File: src/rctc_pkg.sv
/*
  Package for the reference chop and temperature compensation control.
  Assumes a 16-bit register address and 32-bit register data.
*/
`default_nettype none
package rctc_pkg;
  // --------------------------------------------------------------------
  // register offsets
  // --------------------------------------------------------------------
  localparam logic [15:0] ADDR_COMPUTE_GAIN_ADJUST  = 16'h002e;
  localparam logic [15:0] ADDR_COMP_SRC  = 16'h0038;
  localparam logic [15:0] ADDR_LIN_COEF  = 16'h0039;
  localparam logic [15:0] ADDR_QUAD_COEF = 16'h003a;
  localparam logic [15:0] ADDR_REF_TEMP  = 16'h003b;
  localparam logic [15:0] ADDR_CHOP_CTRL = 16'h2002;
  localparam logic [15:0] ADDR_STATUS    = 16'h2003;
  localparam logic [15:0] ADDR_FUSE_SEL  = 16'h20fd;
  localparam logic [15:0] ADDR_FUSE_DATA = 16'h20ff;
  // --------------------------------------------------------------------
  // fields and values
  // --------------------------------------------------------------------
  localparam int          CTRL_MODE_LSB  = 4;
  localparam int          CTRL_ALT_BIT   = 2;
  localparam logic [31:0] SRC_INTERNAL   = 32'h0000_0000;
  localparam logic [31:0] SRC_EXTERNAL   = 32'h0000_000f;
  localparam logic [7:0]  FUSE_IDX_SLOPE = 8'h04;
  localparam logic [7:0]  FUSE_IDX_BGA   = 8'h05;
  localparam logic [7:0]  FUSE_IDX_BGB   = 8'h06;
  localparam logic [1:0]  MODE_RESET     = 2'h0;
  localparam int          GAIN_SHIFT     = 14;
  // chop-mode codes; 00 and 11 both toggle
  typedef enum logic [1:0] {
    CM_AUTO_A = 2'b00,
    CM_FIX_01 = 2'b01,
    CM_FIX_10 = 2'b10,
    CM_AUTO_B = 2'b11
  } rctc_mode_e;
  // state shown to the converter for the current multiplexer cycle
  typedef struct packed {
    logic chop;
    logic alt;
  } rctc_cycle_s;
endpackage : rctc_pkg
`default_nettype wire

File: src/rctc_top.sv
/*
  Reference amplifier chop control, compensation gain source selection
  and indexed fuse readback.
  Assumes MUX_END and TEMP_MEAS come from logic on CLK; fuse pins are
  static levels from outside and are synchronised here.
*/
// Chosen here: strobed register access.
`timescale 1ns/1ps
`default_nettype none
// What this block does
// - chop output high reverses the reference amplifier input connection
// - chop polarity changes only at a multiplexer cycle boundary
// - chop-mode codes 00 and 11 both select automatic chopping
// - automatic mode inverts polarity on every successive regular cycle
// - alternate-cycle request inserts one alternate cycle between regular ones
// - in automatic mode the alternate cycle always runs positive
// - a mode written mid-cycle applies to the whole next cycle
// - source zero: engine computes gain adjust from coefficients and temperature
// - source fifteen: engine applies the firmware gain adjust value
// - write fuse index 4, 5 or 6, then read the fuse data
module rctc_top #(
  parameter logic [1:0] POS_CODE = 2'b01,
  parameter int         TW       = 16
) (
  input  wire logic              CLK,
  input  wire logic              RESETN,
  input  wire logic [15:0]       ADDR,
  input  wire logic [31:0]       WDATA,
  input  wire logic              WR,
  input  wire logic              RD,
  output var  logic [31:0]       RDATA,
  input  wire logic              MUX_END,
  input  wire logic [TW-1:0]     TEMP_MEAS,
  input  wire logic [2:0]        SLOPE_FUSE,
  input  wire logic [7:0]        BANDGAP_FUSE_A,
  input  wire logic [7:0]        BANDGAP_FUSE_B,
  output var  rctc_pkg::rctc_cycle_s CYCLE,
  output var  logic [31:0]       COMPUTE_GAIN_ADJUST,
  output var  logic              GAIN_EXTERNAL
);
  import rctc_pkg::*;

  // the register port is a plain single-cycle slave: a write lands at the
  // strobe edge and a read answers in the following cycle only, so RDATA
  // is zero whenever no read was made the cycle before
  // the chop link is updated only on the MUX_END pulse; between pulses
  // CYCLE is a stable level that the converter may sample at any time
  // fuse values are read through an index register, one fuse at a time

  // --------------------------------------------------------------------
  // reset release and fuse synchronisers
  // --------------------------------------------------------------------
  // reset release pair and the synchronised fuse word
  logic        rst_meta;
  logic        rst_n;
  logic [18:0] fuse_meta;
  logic [18:0] fuse_sync;

  // reset deasserts through two flops
  // assertion is immediate, release is aligned to CLK so that no register
  // leaves reset one edge before its neighbour
  always_ff @(posedge CLK or negedge RESETN) begin
    if (!RESETN) begin
      rst_meta <= 1'b0;
      rst_n    <= 1'b0;
    end else begin
      rst_meta <= 1'b1;
      rst_n    <= rst_meta;
    end
  end

  // fuse levels pass two flops before use
  // the fuses are static after power-up; the pair only guards against a
  // level that settles late relative to the first clock edges
  always_ff @(posedge CLK or negedge rst_n) begin
    if (!rst_n) begin
      fuse_meta <= '0;
      fuse_sync <= '0;
    end else begin
      fuse_meta <= {SLOPE_FUSE, BANDGAP_FUSE_A, BANDGAP_FUSE_B};
      fuse_sync <= fuse_meta;
    end
  end

  // --------------------------------------------------------------------
  // register file
  // --------------------------------------------------------------------
  // programmable state and its next values
  rctc_mode_e  mode;
  rctc_mode_e  next_mode;
  logic        alt_req;
  logic        next_alt_req;
  logic [31:0] comp_src;
  logic [31:0] next_comp_src;
  logic [31:0] fw_gain;
  logic [31:0] next_fw_gain;
  logic [TW-1:0] lin_coef;
  logic [TW-1:0] next_lin_coef;
  logic [TW-1:0] quad_coef;
  logic [TW-1:0] next_quad_coef;
  logic [TW-1:0] ref_temp;
  logic [TW-1:0] next_ref_temp;
  logic [7:0]  fuse_sel;
  logic [7:0]  next_fuse_sel;
  logic [31:0] next_rdata;
  logic        alt_take;
  logic [7:0]  fuse_val;

  // fuse selected by index, unknown index reads zero
  // indices other than the three fuse slots read as zero so that stray
  // selector values never expose an undriven bus
  always_comb begin
    unique case (fuse_sel)
      FUSE_IDX_SLOPE: fuse_val = {5'h00, fuse_sync[18:16]};
      FUSE_IDX_BGA:   fuse_val = fuse_sync[15:8];
      FUSE_IDX_BGB:   fuse_val = fuse_sync[7:0];
      default:        fuse_val = 8'h00;
    endcase
  end

  // writes; the alternate request is consumed at a boundary, a new set wins
  // a mode write only changes the register; the chop output picks it up at
  // the next MUX_END, so a write in mid-cycle never moves the running cycle
  // a set of the alternate request in the same cycle as its consumption
  // is kept, so a request made late is not lost
  always_comb begin
    next_mode      = mode;
    next_alt_req   = alt_req & ~alt_take;
    next_comp_src  = comp_src;
    next_fw_gain   = fw_gain;
    next_lin_coef  = lin_coef;
    next_quad_coef = quad_coef;
    next_ref_temp  = ref_temp;
    next_fuse_sel  = fuse_sel;
    if (WR) begin
      unique case (ADDR)
        ADDR_CHOP_CTRL: begin
          next_mode = rctc_mode_e'(WDATA[CTRL_MODE_LSB +: 2]);
          if (WDATA[CTRL_ALT_BIT]) begin
            next_alt_req = 1'b1;
          end
        end
        ADDR_COMP_SRC:  next_comp_src = WDATA;
        ADDR_COMPUTE_GAIN_ADJUST:  next_fw_gain = WDATA;
        ADDR_LIN_COEF:  next_lin_coef = WDATA[TW-1:0];
        ADDR_QUAD_COEF: next_quad_coef = WDATA[TW-1:0];
        ADDR_REF_TEMP:  next_ref_temp = WDATA[TW-1:0];
        ADDR_FUSE_SEL:  next_fuse_sel = WDATA[7:0];
        default: ;
      endcase
    end
  end

  // read data for the cycle after the strobe; unmapped reads zero
  // reading the gain register returns the value actually applied, which is
  // the computed value in source 0 and the firmware value in source 15
  always_comb begin
    next_rdata = 32'h0000_0000;
    if (RD) begin
      unique case (ADDR)
        ADDR_CHOP_CTRL: next_rdata = {26'h0, mode, 1'b0, alt_req, 2'h0};
        ADDR_STATUS:    next_rdata = {29'h0, GAIN_EXTERNAL, CYCLE};
        ADDR_COMP_SRC:  next_rdata = comp_src;
        ADDR_COMPUTE_GAIN_ADJUST:  next_rdata = COMPUTE_GAIN_ADJUST;
        ADDR_LIN_COEF:  next_rdata = 32'(lin_coef);
        ADDR_QUAD_COEF: next_rdata = 32'(quad_coef);
        ADDR_REF_TEMP:  next_rdata = 32'(ref_temp);
        ADDR_FUSE_SEL:  next_rdata = {24'h0, fuse_sel};
        ADDR_FUSE_DATA: next_rdata = {24'h0, fuse_val};
        default: ;
      endcase
    end
  end

  // register file flops
  // RDATA is cleared every cycle without a read
  always_ff @(posedge CLK or negedge rst_n) begin
    if (!rst_n) begin
      mode      <= rctc_mode_e'(MODE_RESET);
      alt_req   <= 1'b0;
      comp_src  <= SRC_INTERNAL;
      fw_gain   <= '0;
      lin_coef  <= '0;
      quad_coef <= '0;
      ref_temp  <= '0;
      fuse_sel  <= '0;
      RDATA     <= '0;
    end else begin
      mode      <= next_mode;
      alt_req   <= next_alt_req;
      comp_src  <= next_comp_src;
      fw_gain   <= next_fw_gain;
      lin_coef  <= next_lin_coef;
      quad_coef <= next_quad_coef;
      ref_temp  <= next_ref_temp;
      fuse_sel  <= next_fuse_sel;
      RDATA     <= next_rdata;
    end
  end

  // --------------------------------------------------------------------
  // chop sequencing
  // --------------------------------------------------------------------
  // toggle remembers the polarity of the last regular automatic cycle
  logic        toggle;
  logic        next_toggle;
  rctc_cycle_s next_cycle;
  logic        is_auto;

  // automatic-mode decode and consumption of the alternate request
  assign is_auto  = (mode == CM_AUTO_A) || (mode == CM_AUTO_B);
  assign alt_take = MUX_END & alt_req;

  // next cycle's polarity is decided only on a cycle boundary
  // in automatic mode an alternate cycle is forced positive and does not
  // advance the toggle, so regular cycles keep alternating around it
  // fixed codes ignore the toggle; POS_CODE names the code that gives the
  // positive connection, the other fixed code gives the reversed one
  always_comb begin
    next_toggle = toggle;
    next_cycle  = CYCLE;
    if (MUX_END) begin
      next_cycle.alt = alt_req;
      if (is_auto) begin
        if (alt_req) begin
          next_cycle.chop = 1'b0;
        end else begin
          next_toggle     = ~toggle;
          next_cycle.chop = ~toggle;
        end
      end else begin
        next_cycle.chop = (mode != rctc_mode_e'(POS_CODE));
      end
    end
  end

  // chop state flops
  // CYCLE and the toggle reset to positive with no alternate cycle
  always_ff @(posedge CLK or negedge rst_n) begin
    if (!rst_n) begin
      toggle <= 1'b0;
      CYCLE  <= '0;
    end else begin
      toggle <= next_toggle;
      CYCLE  <= next_cycle;
    end
  end

  // --------------------------------------------------------------------
  // gain adjust source
  // --------------------------------------------------------------------
  // signed working widths for the temperature polynomial
  logic signed [TW:0]     dt;
  logic signed [2*TW+1:0] dt_sq;
  logic signed [3*TW+2:0] lin_term;
  logic signed [3*TW+2:0] quad_term;
  logic signed [3*TW+2:0] sum_term;
  logic [31:0]            next_gain;
  logic                   next_ext;

  // polynomial in the temperature offset from the reference
  // the linear term is scaled up by GAIN_SHIFT so both terms share one
  // binary point before the final arithmetic shift; the sum is wide enough
  // that no intermediate product wraps for full-range inputs
  // the result is cut to 32 bits on purpose, as the gain register is
  always_comb begin
    dt        = $signed({TEMP_MEAS[TW-1], TEMP_MEAS}) - $signed({ref_temp[TW-1], ref_temp});
    dt_sq     = dt * dt;
    lin_term  = (3*TW+3)'($signed(lin_coef) * dt) <<< GAIN_SHIFT;
    quad_term = (3*TW+3)'($signed(quad_coef) * dt_sq);
    sum_term  = (lin_term + quad_term) >>> (2 * GAIN_SHIFT);
  end

  // source 0 computes, source 15 passes firmware value, others hold
  // any other source value freezes COMPUTE_GAIN_ADJUST and GAIN_EXTERNAL, so firmware
  // can switch sources without a glitch through an unintended value
  always_comb begin
    next_gain = COMPUTE_GAIN_ADJUST;
    next_ext  = GAIN_EXTERNAL;
    if (comp_src == SRC_INTERNAL) begin
      next_gain = sum_term[31:0];
      next_ext  = 1'b0;
    end else if (comp_src == SRC_EXTERNAL) begin
      next_gain = fw_gain;
      next_ext  = 1'b1;
    end
  end

  // gain flops
  // gain output lags the selected source by one cycle
  always_ff @(posedge CLK or negedge rst_n) begin
    if (!rst_n) begin
      COMPUTE_GAIN_ADJUST      <= '0;
      GAIN_EXTERNAL <= 1'b0;
    end else begin
      COMPUTE_GAIN_ADJUST      <= next_gain;
      GAIN_EXTERNAL <= next_ext;
    end
  end
endmodule : rctc_top
`default_nettype wire

File: config.mk
export PLATFORM = sky130hd
export DESIGN_NAME = rctc_top
export DESIGN_NICKNAME = d
export VERILOG_FILES = /design/src/rctc_pkg.sv /design/src/rctc_top.sv
export SDC_FILE = /design/constraint.sdc
export NUM_CORES = 2
export LEC_CHECK = 0
export ABC_AREA = 0
export ABC_CLOCK_PERIOD_IN_PS = 9850
export BUFFER_PORTS_ARGS = -buffer_cell sky130_fd_sc_hd__clkbuf_2
export CAP_MARGIN = 20
export CORE_ASPECT_RATIO = 0.7
export CORE_MARGIN = 2
export CORE_UTILIZATION = 45
export CTS_CLUSTER_SIZE = 20
export DETAILED_ROUTE_END_ITERATION = 8
export SYNTH_ARGS = -nofsm -noshare
export SYNTH_HDL_FRONTEND = slang
export SYNTH_SLANG_ARGS = --single-unit
export TNS_END_PERCENT = 30
File: constraint.sdc
create_clock -name CLK -period 9.85 [get_ports CLK]
set_input_delay 0.4925 -clock CLK [delete_from_list [all_inputs] [get_ports CLK]]
set_output_delay 0.4925 -clock CLK [all_outputs]
set_load 0.01 [all_outputs]
==> run_results.csv <==
group,metric,value,unit
run_status,outcome,"finished with violations",
run_status,violations,"negative setup slack",
sta,slew-limit-headroom,0.252,
die,dieArea,112000,um^2
synth,synth_top_area_frac,0.440,
setup_path,worstPathRequired,10.25,ns
die,core.rowCount,101,
worst_hold_path,hold_depth,1,
detailed_routing,wl,140000,um
detailed_routing,firstDrtPassIters,7,
sta,setup_ws,-3.72,ns
synth,synth_top_cell_by_area,"fa_1",
clocking,root_buffer,"clkbuf_16",
die,io_pins,155,
global_route,grt_use_total,0.259,
clocking,cts.reportedPaths.clkPinSlew,0.07,ns
setup_path,worstSetupPathType,"register to register",
die,core_area,109000,um^2
synth,synth-seq-area-share,0.117,
synth,syn_nets,6629,
layout,fin_cells,7317,
layout,drive_gt1_frac,0.235,
setup_path,r2r_start,"ref_temp[0]",
setup_path,worstPathArrival,13.97,ns
die,die_h,281,um
setup_path,crit_slowest_cell,"fa_2",
setup_path,max_stage_delay,0.56,ns
worst_hold_path,min_from,"BANDGAP_FUSE_A[3]",
synth,syn_area_per_cell,9.60,um^2
detailed_routing,avgRoutedWirePerCell,19.1,um
synth,synth_area,49400,um^2
setup_path,critPathCaptureType,"register",
detailed_routing,vias,37000,
synth,synth_ff_type,"dfrtp_1",
setup_path,startpoint_type,"register",
synth,syn_inst,5142,
detailed_routing,ant_nets,0,
sta,slew_violations,0,
layout,area_delta_synth_final,20.2,%
synth,synth_cell_types,96,
sta,fmax,0.0737,GHz
job,cap_viol_max_count,0,
synth,yosysWarnings,0,
global_route,grt_max_degree,171,
layout,finalNetCount,7352,
synth,synthArstFlopShare,1.00,
place,post-dp-hpwl,119000,um
setup_path,timing.reg2reg.setup_slack,-3.72,ns
sta,tightest_slew,1.12,ns
clocking,cts_made_buffers,19,
sta,hold_violations,0,
clocking,insertion_delay,0.51,ns
setup_path,worstRegToRegCells,56,
detailed_routing,vias_per_cell,5.06,
clocking,htree_levels,1,
synth,ys_top_cells_by_area,"fa_1 44%, dfrtp_1 12%, inv_1 9.6%",
worst_hold_path,hold_end,"fuse_meta[11]",
layout,nFillCells,9722,
global_route,grt_pass1_vias,39400,
worst_hold_path,hp-class,"input port to register",
global_route,grt_pass1_wl,224000,um
place,portBuffers,154,
die,die_x,400,um
detailed_routing,drt_iter0_drc,2700,
sta,skew,0.0155,ns
sta,finalCritPeriodShare,1.38,
setup_path,rr_endpoint,"COMPUTE_GAIN_ADJUST[17]",
clocking,cts_sinks,231,
layout,antenna-diode-count,0,
sta,rsz0062_at_grt,"yes",
setup_path,cp_max_fo,5,
die,start_util,0.455,
global_route,antenna_found_initial,4,
synth,ys_seq_elements,231,
sta,final.min_clock_period,13.57,ns
sta,setup_violations,32,
setup_path,worst_path_most_repeated_cell,"fa_1",
synth,synth_edf_count,0,
clocking,cts_tree,"yes",
clocking,clk_path_buf_depth,3,
place,place_inst,7221,
detailed_routing,post-route-drc-count,0,
place,place_congestion,0.922,
global_route,grt_overflow,0,
[registers in the layout (all words and copies together), names as in the netlist]
signal and flops:
CYCLE 2, fuse_sync 19, rst_n 1, ref_temp 16
toggle 1, COMPUTE_GAIN_ADJUST 32, GAIN_EXTERNAL 1, comp_src 32
RDATA 32, mode 2, fuse_meta 19, quad_coef 16
fw_gain 32, alt_req 1, rst_meta 1, fuse_sel 8
lin_coef 16
[final cells by class]
type	instances	area, um^2	area share
tap	1442	1800	0.0304
inverter	1270	4800	0.0808
clock inverter	3	21.3	0.000359
timing repair buffer	920	7210	0.122
sequential	231	5790	0.0977
timing repair inverter	1	6.26	0.000105
multi-input combinational	3422	39200	0.660
clock buffer	28	529	0.00892
[synth_stat cells (5+ instances only)]
| master | instances |
|---|---|
| a222oi_1 | 11 |
| nand3_1 | 36 |
| a22o_1 | 17 |
| inv_1 | 1262 |
| a31oi_1 | 13 |
| a211o_1 | 16 |
| nor3_2 | 12 |
| clkinv_1 | 6 |
| or3_1 | 9 |
| buf_1 | 7 |
| buf_2 | 33 |
| clkbuf_1 | 174 |
| o21bai_1 | 10 |
| o21a_1 | 18 |
| nand2b_1 | 49 |
| a21oi_1 | 89 |
| dfrtp_1 | 231 |
| or2_2 | 8 |
| a211oi_1 | 9 |
| o31ai_1 | 9 |
| nand3b_1 | 5 |
| o211ai_1 | 6 |
| nand4_1 | 15 |
| nor2b_1 | 50 |
| mux4_2 | 5 |
| and2_1 | 269 |
| ha_1 | 315 |
| xor2_1 | 25 |
| o21ai_0 | 63 |
| nor3_1 | 21 |
| xnor2_1 | 78 |
| mux2i_1 | 33 |
| a22oi_1 | 23 |
| and3_1 | 18 |
| nor4_1 | 12 |
| a21boi_0 | 5 |
| and2_2 | 6 |
| nor3b_1 | 7 |
| o21ai_1 | 6 |
| fa_1 | 1084 |
| a21o_1 | 40 |
| nand2_1 | 605 |
| mux2_2 | 152 |
| nor2_1 | 193 |
[what timing repair did]
action / CTS / global route
setup buffers: 8 / 51
pin swaps: 37 / 164
hold buffers: 1 / 0
gates cloned: 1 / 4
endpoints found under the hold margin: 2 / 0
endpoints found under the setup margin: 32 / 32
gates resized for setup: 88 / 192
[worst max-delay path, delay by kind of cell, from the launching register on]
| family | cells | cell delay [ns] |
|---|---|---|
| xor gates and xnor gates | 1 | 0.27 |
| and+or+nand+nor | 8 | 0.85 |
| adders and majority gates | 16 | 7.12 |
| DFF | 1 | 0.48 |
| buffers and inverters | 15 | 1.49 |
| AOI/OAI and AO/OA | 16 | 3.23 |
[routing by layer]
metal / vias up / wire, um / track usage
met5: - / 18 / 0
met4: 2 / 3220 / 0.0496
met3: 149 / 12000 / 0.0572
met2: 1168 / 60100 / 0.383
met1: 18900 / 64700 / 0.391
li1: 16800 / - / -
[cell families after synthesis]
group,count (synthesis),share of synthesized area
and+or+nand+nor,1337,0.131
xor gates and xnor gates,107,0.0196
DFF,231,0.117
AOI/OAI and AO/OA,385,0.0542
other,1,0.0000760
adders and majority gates,1399,0.520
muxes,191,0.0439
buffers and inverters,1491,0.115
[worst max path at each step]
stage                            start                       to  depth (start not counted)
after CTS                  ref_temp[0]  COMPUTE_GAIN_ADJUST[24]                         54
after global routing       ref_temp[0]  COMPUTE_GAIN_ADJUST[16]                         55
final                      ref_temp[0]  COMPUTE_GAIN_ADJUST[17]                         56
after floorplan           TEMP_MEAS[0]  COMPUTE_GAIN_ADJUST[21]                         57
after global placement    TEMP_MEAS[1]  COMPUTE_GAIN_ADJUST[17]                         55
after detailed placement  TEMP_MEAS[0]  COMPUTE_GAIN_ADJUST[24]                         54
[stage by stage]
stage / setup TNS, ns / area (um^2) / hold WS, ns / util / setup WS, ns
after floorplan: -97.78 / 49500 / 0.197 / - / -3.31
after global placement: -124.59 / 56900 / 0.279 / 0.525 / -4.11
after detailed placement: -130.18 / 57000 / 0.282 / 0.525 / -4.35
after CTS: -112.38 / 58000 / 0.0761 / 0.535 / -3.72
after global routing: -125.93 / 59300 / 0.0706 / 0.547 / -4.11
final: -112.27 / 59300 / 0.0875 / 0.547 / -3.72
[cells in the final DEF, fill, tap and decap left out, drive strengths merged, types with 10 or more instances in the layout]
master,instances
a21oi,93
a211oi,11
a21o,42
a222oi,11
and2,278
mux2,153
xor2,25
buf,763
nor3,35
xnor2,82
a31oi,13
a22o,17
o21a,19
o21ai,69
mux2i,33
fa,1084
nor2,193
nand2,607
nand4,15
nand2b,49
clkbuf,183
a211o,16
nor2b,50
a22oi,23
o21bai,10
nand3,37
ha,315
dfrtp,231
and3,18
inv,1265
nor4,16
Power is not shown: default switching activity piles up to over one toggle a cycle in this logic, so the estimate is an artifact.
